[src/dcdb_defs.vh]
/*
 Constants for the driver chain datagram builder: register offsets,
 field positions, reset values, selection codes and timing counts.
 Assumes inclusion by bare name from the design file.
*/
`ifndef DCDB_DEFS_VH
`define DCDB_DEFS_VH

// Register byte offsets on the APB side
`define DCDB_CTRL_OFS 12'h000
`define DCDB_CMD_OFS 12'h004
`define DCDB_STAT_OFS 12'h008
`define DCDB_RAM_BASE 12'h100
`define DCDB_RAM_SEL_BIT 8
`define DCDB_RANGE_BIT 7

// Control register fields
`define DCDB_CTRL_LAST_LSB 0
`define DCDB_CTRL_DIV_LSB 8
`define DCDB_LAST_RST 2'h0
`define DCDB_DIV_RST 8'h03
`define DCDB_LAST_MAX 2'h2

// Command register field
`define DCDB_CMD_SEND_BIT 0

// Status register fields
`define DCDB_STAT_BUSY_BIT 0
`define DCDB_STAT_ADDR_LSB 1
`define DCDB_STAT_PTR_LSB 3
`define DCDB_STAT_PEND_BIT 9

// Configuration entry layout
`define DCDB_ENTRY_W 6
`define DCDB_FLAG_BIT 5
`define DCDB_RAM_WORDS 32
`define DCDB_PTR_W 6

// Signal word per motor: selection codes 00000..01111 index it directly
`define DCDB_MOTOR_W 18
`define DCDB_MOTORS 3
`define DCDB_DIR_POS 16
`define DCDB_STEP_POS 17

// Selection codes in the upper half
`define DCDB_CODE_ZERO 5'h10
`define DCDB_CODE_ONE 5'h11
`define DCDB_CODE_DIR 5'h12
`define DCDB_CODE_STEP 5'h13

// Serial timing: smallest half bit period in ns at a 5 ns clock
`define DCDB_CLK_NS 5
`define DCDB_MIN_HALF_NS 5
`define DCDB_MIN_HALF_CYC ((`DCDB_MIN_HALF_NS + `DCDB_CLK_NS - 1) / `DCDB_CLK_NS)

`endif

[src/dcdb_top.v]
/*
 Driver chain datagram builder: APB register slave, configuration RAM,
 control signal snapshot and serial shifter toward a chain of up to
 three stepper drivers.
 Assumes pclk at 200 MHz, micro step signals on the same clock, and a
 driver chain that samples data on the rising edge of the serial clock.
*/
// Local design decisions: the register offsets and the APB register port.
// Behaviour
// - Every selectable control signal has its own five-bit code.
// - Codes 00000-00111: coil A current bits 0-5, polarity, fast decay.
// - Codes 01000-01111: coil B current bits 0-5, polarity, fast decay.
// - Code 10000 sends constant zero, code 10001 constant one.
// - Code 10010 sends direction: zero up/counter-clockwise, one down/clockwise.
// - Code 10011 sends the addressed motor's step bit.
// - Codes 10100-11111 are reserved and send one.
// - Three motors each offer the full selectable signal set.
// - Configuration uses the first 32 RAM words, 64 entries.
// - All control signals are snapshotted before sending; bits come from the snapshot.
// - A transmission starts at motor zero with the even entry of word zero.
// - Set flag below the last driver index advances to next motor.
// - Set flag at the last driver ends sending, counter back to zero.
// - Bit order follows RAM entry order; flags mark driver boundaries.
// - Without any set flag, sending never ends.
// - Datagrams go only on demand; reset values request none.
// - RAM reads and writes are accepted at any time, also while sending.
// - Reset loads register defaults (divider 3) and keeps motors at rest, not the RAM.
// - A register write can trigger a datagram from the current RAM.
// - RAM is chosen by a select bit; one more bit picks the range.
// - Each RAM word holds two entries: flag plus five-bit code.
`include "dcdb_defs.vh"

module dcdb_top (
	input wire pclk,
	input wire presetn,
	input wire psel,
	input wire penable,
	input wire pwrite,
	input wire [11:0] paddr,
	input wire [31:0] pwdata,
	output reg [31:0] prdata,
	output wire pready,
	output reg pslverr,
	input wire [17:0] ms_dac_a,
	input wire [2:0] ms_coil_a_polarity,
	input wire [2:0] ms_coil_a_fast_decay,
	input wire [17:0] ms_dac_b,
	input wire [2:0] ms_coil_b_polarity,
	input wire [2:0] ms_coil_b_fast_decay,
	input wire [2:0] ms_direction,
	input wire [2:0] ms_step,
	input wire ms_send_req,
	output reg drv_sck,
	output reg drv_sdo,
	output reg drv_cs_n,
	output wire drv_busy
);

	localparam [3:0] ST_IDLE = 4'b0001;
	localparam [3:0] ST_LOW = 4'b0010;
	localparam [3:0] ST_HIGH = 4'b0100;
	localparam [3:0] ST_END = 4'b1000;
	localparam SNAP_W = `DCDB_MOTOR_W * `DCDB_MOTORS;

	// Configuration words; power-on content is whatever the cells hold
	reg [11:0] cfg_ram [0:`DCDB_RAM_WORDS-1];
	reg [1:0] last_driver_index_r;
	reg [7:0] half_div_r;
	reg [7:0] div_cnt_r;
	reg [3:0] state_r;
	reg [3:0] state_nxt;
	reg [1:0] motor_addr_r;
	reg [`DCDB_PTR_W-1:0] ptr_r;
	reg [SNAP_W-1:0] snap_r;
	reg pend_r;
	reg [5:0] entry;
	reg [`DCDB_MOTOR_W-1:0] motor_word;
	reg sel_bit;
	reg [1:0] last_wr;
	reg [31:0] ctrl_word;
	reg [31:0] stat_word;
	reg [31:0] rd_mux;
	wire [4:0] cfg_idx;
	wire [SNAP_W-1:0] live_sig;
	wire tick;
	wire apb_wr;
	wire apb_rd;
	wire [11:0] ofs;
	wire ram_hit;
	wire cfg_hit;
	wire reg_hit;
	wire sw_send;
	wire req_any;
	wire start;
	wire next_motor_flag;
	wire [4:0] code;

	// Parallel signals packed per motor so low codes index them directly
	genvar m;
	generate
		for (m = 0; m < `DCDB_MOTORS; m = m + 1)
		begin : g_pack
			assign live_sig[m*`DCDB_MOTOR_W +: `DCDB_MOTOR_W] = {ms_step[m], ms_direction[m],
				ms_coil_b_fast_decay[m], ms_coil_b_polarity[m], ms_dac_b[m*6 +: 6],
				ms_coil_a_fast_decay[m], ms_coil_a_polarity[m], ms_dac_a[m*6 +: 6]};
		end
	endgenerate

	// APB decode, zero wait states
	assign pready = 1'b1;
	assign apb_wr = psel & penable & pwrite;
	assign apb_rd = psel & penable & ~pwrite;
	assign ofs = {paddr[11:2], 2'b00};
	assign ram_hit = (ofs[11:9] == 3'h0) & ofs[`DCDB_RAM_SEL_BIT];
	assign cfg_hit = ram_hit & ~ofs[`DCDB_RANGE_BIT];
	assign cfg_idx = ofs[6:2];
	assign reg_hit = (ofs == `DCDB_CTRL_OFS) | (ofs == `DCDB_CMD_OFS) | (ofs == `DCDB_STAT_OFS);
	assign sw_send = apb_wr & (ofs == `DCDB_CMD_OFS) & pwdata[`DCDB_CMD_SEND_BIT];
	assign req_any = sw_send | ms_send_req | pend_r;
	assign start = (state_r == ST_IDLE) & req_any;
	assign drv_busy = ~state_r[0];

	// Last driver index clamped to the last existing motor,
	// so a frame never waits for a fourth driver that is not there
	always @*
	begin
		last_wr = pwdata[`DCDB_CTRL_LAST_LSB +: 2];
		if (pwdata[`DCDB_CTRL_LAST_LSB +: 2] > `DCDB_LAST_MAX)
			last_wr = `DCDB_LAST_MAX;
	end

	// Control registers, reset leaves no request pending
	always @(posedge pclk or negedge presetn)
	begin
		if (!presetn)
		begin
			last_driver_index_r <= `DCDB_LAST_RST;
			half_div_r <= `DCDB_DIV_RST;
		end
		else if (apb_wr & (ofs == `DCDB_CTRL_OFS))
		begin
			last_driver_index_r <= last_wr;
			half_div_r <= pwdata[`DCDB_CTRL_DIV_LSB +: 8];
		end
	end

	// Configuration RAM write port, never reset
	always @(posedge pclk)
	begin
		if (apb_wr & cfg_hit)
		begin
			cfg_ram[cfg_idx] <= pwdata[11:0];
		end
	end

	// Register read mux; fields placed by their header positions
	always @*
	begin
		ctrl_word = 32'h0000_0000;
		ctrl_word[`DCDB_CTRL_LAST_LSB +: 2] = last_driver_index_r;
		ctrl_word[`DCDB_CTRL_DIV_LSB +: 8] = half_div_r;
		stat_word = 32'h0000_0000;
		stat_word[`DCDB_STAT_BUSY_BIT] = drv_busy;
		stat_word[`DCDB_STAT_ADDR_LSB +: 2] = motor_addr_r;
		stat_word[`DCDB_STAT_PTR_LSB +: `DCDB_PTR_W] = ptr_r;
		stat_word[`DCDB_STAT_PEND_BIT] = pend_r;
		rd_mux = 32'h0000_0000;
		if (~pwrite)
		begin
			if (ofs == `DCDB_CTRL_OFS)
				rd_mux = ctrl_word;
			else if (ofs == `DCDB_STAT_OFS)
				rd_mux = stat_word;
		end
	end

	// Read data and error answer taken in the setup cycle,
	// so both already stand when the access edge samples them
	always @(posedge pclk or negedge presetn)
	begin
		if (!presetn)
		begin
			prdata <= 32'h0000_0000;
			pslverr <= 1'b0;
		end
		else if (psel & ~penable)
		begin
			pslverr <= ~(ram_hit | reg_hit);
			if (~pwrite & cfg_hit)
				prdata <= {20'h0_0000, cfg_ram[cfg_idx]};
			else
				prdata <= rd_mux;
		end
	end

	// Request held while a datagram is already in flight; set wins
	always @(posedge pclk or negedge presetn)
	begin
		if (!presetn)
			pend_r <= 1'b0;
		else if (~state_r[0] & (sw_send | ms_send_req))
			pend_r <= 1'b1;
		else if (start)
			pend_r <= 1'b0;
	end

	// Half bit period divider, one-cycle enable while sending
	assign tick = (div_cnt_r == 8'h00);
	always @(posedge pclk or negedge presetn)
	begin
		if (!presetn)
			div_cnt_r <= 8'h00;
		else if (state_r[0] | tick)
			div_cnt_r <= half_div_r;
		else
			div_cnt_r <= div_cnt_r - 8'h01;
	end

	// Current entry: even half of a word first, then odd
	assign next_motor_flag = entry[`DCDB_FLAG_BIT];
	assign code = entry[4:0];
	always @*
	begin
		entry = ptr_r[0] ? cfg_ram[ptr_r[5:1]][11:6] : cfg_ram[ptr_r[5:1]][5:0];
		motor_word = snap_r[motor_addr_r*`DCDB_MOTOR_W +: `DCDB_MOTOR_W];
		if (!code[4])
			sel_bit = motor_word[code[3:0]];
		else
		begin
			case (code)
				`DCDB_CODE_ZERO: sel_bit = 1'b0;
				`DCDB_CODE_ONE: sel_bit = 1'b1;
				`DCDB_CODE_DIR: sel_bit = motor_word[`DCDB_DIR_POS];
				`DCDB_CODE_STEP: sel_bit = motor_word[`DCDB_STEP_POS];
				default: sel_bit = 1'b1;
			endcase
		end
	end

	// Bit sequencer
	always @*
	begin
		state_nxt = state_r;
		case (state_r)
			ST_IDLE:
				if (req_any)
					state_nxt = ST_LOW;
			ST_LOW:
				if (tick)
					state_nxt = ST_HIGH;
			ST_HIGH:
				if (tick)
				begin
					// An index lowered mid-frame still ends the frame
					if (next_motor_flag & (motor_addr_r >= last_driver_index_r))
						state_nxt = ST_END;
					else
						state_nxt = ST_LOW;
				end
			ST_END:
				if (tick)
					state_nxt = ST_IDLE;
			default:
				state_nxt = ST_IDLE;
		endcase
	end

	// Sequencer state
	always @(posedge pclk or negedge presetn)
	begin
		if (!presetn)
			state_r <= ST_IDLE;
		else
			state_r <= state_nxt;
	end

	// Snapshot taken once per frame; later changes wait for the next one
	always @(posedge pclk or negedge presetn)
	begin
		if (!presetn)
			snap_r <= {SNAP_W{1'b0}};
		else if (start)
			snap_r <= live_sig;
	end

	// Entry pointer, wrapping 63 to 0, and driver address counter
	always @(posedge pclk or negedge presetn)
	begin
		if (!presetn)
		begin
			motor_addr_r <= 2'h0;
			ptr_r <= {`DCDB_PTR_W{1'b0}};
		end
		else if (start)
		begin
			motor_addr_r <= 2'h0;
			ptr_r <= {`DCDB_PTR_W{1'b0}};
		end
		else if ((state_r == ST_HIGH) & tick)
		begin
			ptr_r <= ptr_r + 6'h01;
			if (next_motor_flag)
			begin
				if (motor_addr_r < last_driver_index_r)
					motor_addr_r <= motor_addr_r + 2'h1;
				else
					motor_addr_r <= 2'h0;
			end
		end
	end

	// Frame select: low from the start edge to the end of the closing half period
	always @(posedge pclk or negedge presetn)
	begin
		if (!presetn)
			drv_cs_n <= 1'b1;
		else if (start)
			drv_cs_n <= 1'b0;
		else if ((state_r == ST_END) & tick)
			drv_cs_n <= 1'b1;
	end

	// Serial data: parked low as a low phase opens, then the selected bit
	always @(posedge pclk or negedge presetn)
	begin
		if (!presetn)
			drv_sdo <= 1'b0;
		else if (state_r == ST_LOW)
			drv_sdo <= sel_bit;
		else if (state_nxt == ST_LOW)
			drv_sdo <= 1'b0;
	end

	// Serial clock: rises after the low half period, falls after the high one
	always @(posedge pclk or negedge presetn)
	begin
		if (!presetn)
			drv_sck <= 1'b0;
		else if ((state_r == ST_LOW) & tick)
			drv_sck <= 1'b1;
		else if ((state_r == ST_HIGH) & tick)
			drv_sck <= 1'b0;
	end

endmodule // dcdb_top

[config.mk]
export PLATFORM = sky130hd
export DESIGN_NAME = dcdb_top
export DESIGN_NICKNAME = d
export VERILOG_FILES = /design/src/dcdb_top.v
export VERILOG_INCLUDE_DIRS = /design/src /design/src/src
export SDC_FILE = /design/constraint.sdc
export NUM_CORES = 1
export LEC_CHECK = 0
export BUFFER_PORTS_ARGS = -buffer_cell sky130_fd_sc_hd__buf_2
export CORE_ASPECT_RATIO = 0.8
export CORE_MARGIN = 1
export CORE_UTILIZATION = 40
export DETAILED_ROUTE_END_ITERATION = 7
export REMOVE_ABC_BUFFERS = 1
export SLEW_MARGIN = 20
export SYNTH_ARGS = -nofsm -noshare
export SYNTH_HDL_FRONTEND = slang
export SYNTH_SLANG_ARGS = --single-unit
[constraint.sdc]
create_clock -name pclk -period 3.65 [get_ports pclk]
set_clock_uncertainty 0.05 [all_clocks]
set_input_delay 0.1825 -clock pclk [delete_from_list [all_inputs] [get_ports pclk]]
set_output_delay 0.1825 -clock pclk [all_outputs]
set_load 0.02 [all_outputs]
-- Yosys cells after proc, flatten, opt, wreduce, memory -nomap -nowiden
Memories as Yosys holds them, arrays and structs flattened.
Index checks and enable logic that the tools add are counted.
- bits in registers: 121
- memory bits (writable): 384
- logic and storage cells: 103
- memories: 1
- memories (name ; words ; bits a word ; rd ports ; clocked after Yosys merged registers in ; wr ports ; RTL line ; RTL):
    cfg_ram ; 32 ; 12 ; 2 ; 0 ; 1 ; dcdb_top.v:66 ; reg [11:0] cfg_ram [0:`DCDB_RAM_WORDS-1];
- add/sub/neg operators: 3
- multipliers: 1
- magnitude comparators: 4
- equality and inequality tests: 10
- shift-type cells: 1
- mux-type cells: 33
- bitwise gates (word level): 27
- reductions and logical operators: 10
- operator list (operator ; count):
    32-bit 2-to-1 mux ; 3
    54-bit by 8-bit indexed part select with 18-bit output ; 1
    4-bit 2-to-1 mux ; 5
    6-bit 2-to-1 mux ; 3
    1-bit bitwise AND ; 16
    4-bit one-hot mux with 4 select lines ; 1
    5-bit == test, second input constant ; 3
    12-bit zero test ; 1
    1-bit 2-to-1 mux ; 12
    2-bit nonzero test ; 6
    10-bit by 1-bit == test with 1-bit output, second input constant ; 1
    10-bit by 2-bit == test with 1-bit output, second input constant ; 1
    10-bit 2-to-1 mux ; 1
    2-bit 2-to-1 mux ; 5
    4-bit by 2-bit == test with 1-bit output, second input constant ; 2
    8-bit zero test ; 1
    8-bit 2-to-1 mux ; 1
    8-bit by 1-bit subtractor with 8-bit output, second input constant ; 1
    6-bit by 1-bit adder with 6-bit output, second input constant ; 1
    4-bit by 6-bit < comparator with 1-bit output, second input constant ; 1
    2-bit by 4-bit multiplier with 6-bit output, second input constant ; 1
    1-bit bitwise OR ; 6
    1-bit inverter ; 5
    1-bit binary-select mux with 4-bit select ; 1
    10 further kinds ; 10

-- Depth between registers and ports, before layout
- depth after elaboration: 11
- mapped depth: 14
- depth with buffers taken out: 10

-- Worst setup path after synthesis
No wires, ideal clock.
- path kind: reg-to-reg
- start: register ptr_r[2]
- end: register drv_sdo
- arrival time: 2698 ps
- data required time: 3479 ps
- setup slack: 781 ps
- stages on the path, launching flop included: 10
- clock period less this slack: 2869 ps
- path through: dfrtp_1 buf_2 clkbuf_1 buf_2 mux4_2 mux4_2 mux4_2 a221o_1 o21ai_1 nand2_1
- word-level cells in the longest chain between the ends: 8
- RTL lines (what ; RTL line ; RTL):
    start, declared ; dcdb_top.v:73 ; reg [`DCDB_PTR_W-1:0] ptr_r;
    start signal, assigned ; dcdb_top.v:292 ; ptr_r <= {`DCDB_PTR_W{1'b0}};
    start signal, assigned ; dcdb_top.v:297 ; ptr_r <= {`DCDB_PTR_W{1'b0}};
    start signal, assigned ; dcdb_top.v:301 ; ptr_r <= ptr_r + 6'h01;
    memory 32 x 12 bit (*) ; -- ;
    6-bit 2-to-1 mux (*) ; dcdb_top.v:224 ; entry = ptr_r[0] ? cfg_ram[ptr_r[5:1]][11:6] : cfg_ram[ptr_r[5:1]][5:0];
    1-bit bitwise AND ; dcdb_top.v:255 ; if (next_motor_flag & (motor_addr_r >= last_driver_index_r))
    4-bit 2-to-1 mux ; dcdb_top.v:255 ;
    4-bit 2-to-1 mux ; dcdb_top.v:252 ; if (tick)
    4-bit one-hot mux with 4 select lines ; dcdb_top.v:244 ; case (state_r)
    4-bit by 2-bit == test with 1-bit output ; dcdb_top.v:330 ; else if (state_nxt == ST_LOW)
    2-bit nonzero test (no source line) ; -- ;
    end signal, assigned ; dcdb_top.v:329 ; drv_sdo <= sel_bit;
    end, declared ; dcdb_top.v:54 ; output reg drv_sdo,
Mark *: on every way between the ends. The rest lies on a longest branch, timed or not. The select of a mux whose other input is x is not followed.
A chain may end at the register's enable or synchronous reset.

-- Worst setup path after layout
- start: register ptr_r[1]
- end: register drv_sdo
The elaborated chain is that of the path after synthesis.

==> results_tabular.tex <==
\begin{tabular}{lr}
\hline
Metric & Value \\
\hline
\multicolumn{2}{l}{\textbf{Synth}} \\
Share of the synthesized area in the top cell type & 50.4\% \\
Post-synth design cell area & 22900 µm² \\
Synth async-reset ratio & 21.5\% \\
Leading cell types by total area after synthesis & sky130\_fd\_sc\_hd\_\_edfxtp\_1 (50\%), sky130\_fd\_sc\_hd\_\_mux4\_2 (18\%), sky130\_fd\_sc\_hd\_\_dfrtp\_1 (11\%) \\
FF+latch count, synth & 489 \\
Post-synthesis cell type with the largest combined area & sky130\_fd\_sc\_hd\_\_edfxtp\_1 \\
Main synth FF type & sky130\_fd\_sc\_hd\_\_edfxtp\_1 \\
EDFF count, synth & 384 \\
Total of warnings raised by yosys & 0 \\
Synth unique cells & 65 \\
Sequential share of the synthesized area & 61.8\% \\
Average footprint of a synthesized cell & 16.9 µm² \\
Cell count after synthesis & 1355 \\
\multicolumn{2}{l}{\textbf{STA}} \\
Count of final max-slew check failures & 0 \\
RSZ-0062 raised after global routing & false \\
Worst hold slack across all endpoints & 0.0580 ns \\
Final worst path period share & 90.8\% \\
Setup violators final & 0 \\
Worst-Margin Slew & 1.09 ns \\
Post-route minimum period & 3.32 ns \\
Worst slew margin relative to its limit & 27.2\% \\
Max Freq & 302 MHz \\
Number of hold-slack violations in the final timing report & 0 \\
\multicolumn{2}{l}{\textbf{Clock tree}} \\
TritonCTS sink count & 489 \\
Post-CTS clock slew at the launch and capture registers of the worst setup and hold paths & 0.07 ns \\
Number of H-tree levels & 2 \\
CTS tree & done \\
Clock root buffer & sky130\_fd\_sc\_hd\_\_clkbuf\_16 \\
Quantity of gates resized following cts & 0 \\
\# Post-CTS Setup Buffers & 0 \\
Cts bufs inserted & 48 \\
CTS Buffer Depth & 3 \\
Latest clock arrival within the worst-skew pair & 0.58 ns \\
\multicolumn{2}{l}{\textbf{Route}} \\
WL met3 & 5510 µm \\
Number of violations reported at the end of detailed-routing iteration 0 & 1781 \\
Via total after detailed routing & 14074 \\
WL met2 & 28100 µm \\
Remaining DRCs & 0 \\
Post-DR vias/cell & 5.92 \\
Sum of routed wire segments on met1 & 27500 µm \\
Final wirelength & 62400 µm \\
Number of nets still failing antenna checks after routing & 0 \\
Initial DRT Pass Iterations & 6 \\
WL per Instance & 26.2 µm \\
DR top layer & met5 \\
\multicolumn{2}{l}{\textbf{Setup path}} \\
Data arrival time of the worst path & 3.72 ns \\
Critical Path Start Type & flip-flop \\
Worst setup EP type & flip-flop \\
Cell type with the highest occurrence count on the critical path & sky130\_fd\_sc\_hd\_\_mux4\_2 \\
Data required, critical path & 4.06 ns \\
Slowest stage cell on the critical path & sky130\_fd\_sc\_hd\_\_mux4\_2 \\
Critical Path Max Stage Delay & 0.57 ns \\
Worst path cell trace & buf\_12 > mux4\_2 > mux4\_2 > mux4\_2 > nor2b\_1 > nor2\_1 > nor2\_1 > a32oi\_1 > nand2\_1 \\
Max FO, Critical Path & 31 \\
Critical path class & flip-flop to flip-flop \\
\multicolumn{2}{l}{\textbf{Floorplanning}} \\
Die X-Extent & 270 µm \\
Std-Cell Rows & 78 \\
Initial Utilization & 40.5\% \\
Top-level port count & 142 \\
Die span in y & 216 µm \\
Area of the core & 56600 µm² \\
Die area & 58200 µm² \\
\multicolumn{2}{l}{\textbf{GRT}} \\
Aggregate global routing overflow & 0 \\
Global-route wire length before repair & 92400 µm \\
Antenna violations before repair & 4 \\
Maximum number of pins on one net before global-route repair & 67 \\
Number of global-route vias before repair & 14105 \\
All-Layer GR Usage & 21.5\% \\
\multicolumn{2}{l}{\textbf{Finish}} \\
Commonest non-fill, non-tap cells in the layout & sky130\_fd\_sc\_hd\_\_edfxtp\_1 (384), sky130\_fd\_sc\_hd\_\_mux4\_2 (188), sky130\_fd\_sc\_hd\_\_buf\_2 (103) \\
Util after Layout & 48.0\% \\
Post-route cell area & 27200 µm² \\
Most common cell after layout, fill and taps aside & sky130\_fd\_sc\_hd\_\_edfxtp\_1 \\
Fraction of final layout cells sized beyond drive strength 1 & 34.2\% \\
Final net count & 1685 \\
Growth of design area from synthesis to finish & 18.6\% \\
\multicolumn{2}{l}{\textbf{Power and ir drop}} \\
Leakage & 9.21 nW \\
Total power divided by cell area & 512 nW/µm² \\
Peak supply drop & 0.000331 V \\
\multicolumn{2}{l}{\textbf{Job}} \\
Count of maximum capacitance violations & 0 \\
\multicolumn{2}{l}{\textbf{Placement}} \\
Sum of net half-perimeters after detailed placement & 41900 µm \\
Placed instance area & 24800 µm² \\
Placer Congestion & 0.827 \\
Quantity of I/O buffers inserted on ports & 106 \\
\multicolumn{2}{l}{\textbf{Min path}} \\
HP Class & input port to flip-flop \\
\multicolumn{2}{l}{\textbf{Outcome}} \\
Outcome & finished clean \\
\hline
\end{tabular}
## kinds of logic (layout without fill, tap and decap cells)
logic type,after synthesis,in the layout,share of synthesized area (%)
xor+xnor,11,11,0.421
mux,305,305,24.0
compound gates,195,195,6.04
flops,489,489,61.8
fa+ha+maj,5,5,0.273
simple gates,226,226,4.72
buf+inv,122,367,2.69
other cells,2,20,0.0328
## cell usage after synthesis, types with 13 or more instances
cell type                  number
sky130_fd_sc_hd__dfrtp_1      101
sky130_fd_sc_hd__nor2b_1       13
sky130_fd_sc_hd__buf_1         15
sky130_fd_sc_hd__nor2_1        76
sky130_fd_sc_hd__nand2_1       65
sky130_fd_sc_hd__mux2_2        69
sky130_fd_sc_hd__edfxtp_1     384
sky130_fd_sc_hd__mux2i_1       48
sky130_fd_sc_hd__buf_4         22
sky130_fd_sc_hd__o21ai_0       37
sky130_fd_sc_hd__nand4_1       15
sky130_fd_sc_hd__a21oi_1       18
sky130_fd_sc_hd__a22oi_1       75
sky130_fd_sc_hd__clkbuf_1      57
sky130_fd_sc_hd__mux4_2       188
## layer usage
metal  up-vias  track usage, %
li1       5978               -
met3        80            3.72
met1      7384            32.7
met5         -               0
met2       630            32.1
met4         2            4.92
## what timing repair did
action | CTS | global route
hold buffers | 63 | 0
endpoints found under the setup margin | 0 | 0
endpoints found under the hold margin | 123 | 0
## registers in the layout (all words and copies together), names as in the netlist
name / cells
pend_r: 1
motor_addr_r: 2
drv_sck: 1
state_r: 4
last_driver_index_r: 2
pslverr: 1
drv_cs_n: 1
div_cnt_r: 8
half_div_r: 8
drv_sdo: 1
cfg_ram: 384
snap_r: 54
ptr_r: 6
prdata: 16
## power breakdown
| group | total [W] | internal (W) | switching [W] |
|---|---|---|---|
| clock | 0.00540 | 0.00324 | 0.00217 |
| sequential | 0.00661 | 0.00639 | 0.000216 |
| combinational | 0.00190 | 0.000923 | 0.000973 |
## worst max-delay path: cells and delay by family, from the launching register on
kind,cells,cell delay (ns)
AND/OR/NAND/NOR,4,0.46
AO/OA/AOI/OAI,1,0.22
multiplexers,3,1.66
flip-flops,1,0.47
buffers and inverters,1,0.26
## per-stage QoR
step	instances	total power [W]	setup TNS, ns	worst slack, ns
detailed placement	2223	0.00857	0	0.378
global placement	2223	0.00851	0	0.357
CTS	2375	0.0140	0	0.345
floorplan	1260	0.00792	-95.40	-2.91
global route	2376	0.0144	0	0.137
finish	2378	0.0139	0	0.334
## final timing paths
check                                       start                        to  slack (ns)  cells after the start
min in group asynchronous                 presetn    snap_r[52]$_DFFE_PN0P_        0.22                      2
setup reg to reg             ptr_r[1]$_DFFE_PN0P_       drv_sdo$_DFFE_PN0P_        0.33                      9
hold / removal                          pwdata[9]  cfg_ram[22][9]$_DFFE_PP_        0.06                      1
hold reg to reg            prdata[15]$_DFFE_PN0P_    prdata[15]$_DFFE_PN0P_        0.43                      2
max in group asynchronous                 presetn    div_cnt_r[4]$_DFF_PN0_        2.45                      3
setup / recovery             ptr_r[1]$_DFFE_PN0P_       drv_sdo$_DFFE_PN0P_        0.33                      9
## area by class of cell
type,count,area (µm²)
diodes,3,7.51
clock buffers,55,1290
clock inverters,34,427
fillers,4817,29400
inverters,12,45.0
multi-input cells,759,8220
flip-flops and latches,489,14200
well taps,760,951
repair buffers,266,2050
Power figures use the tool's default switching activity.
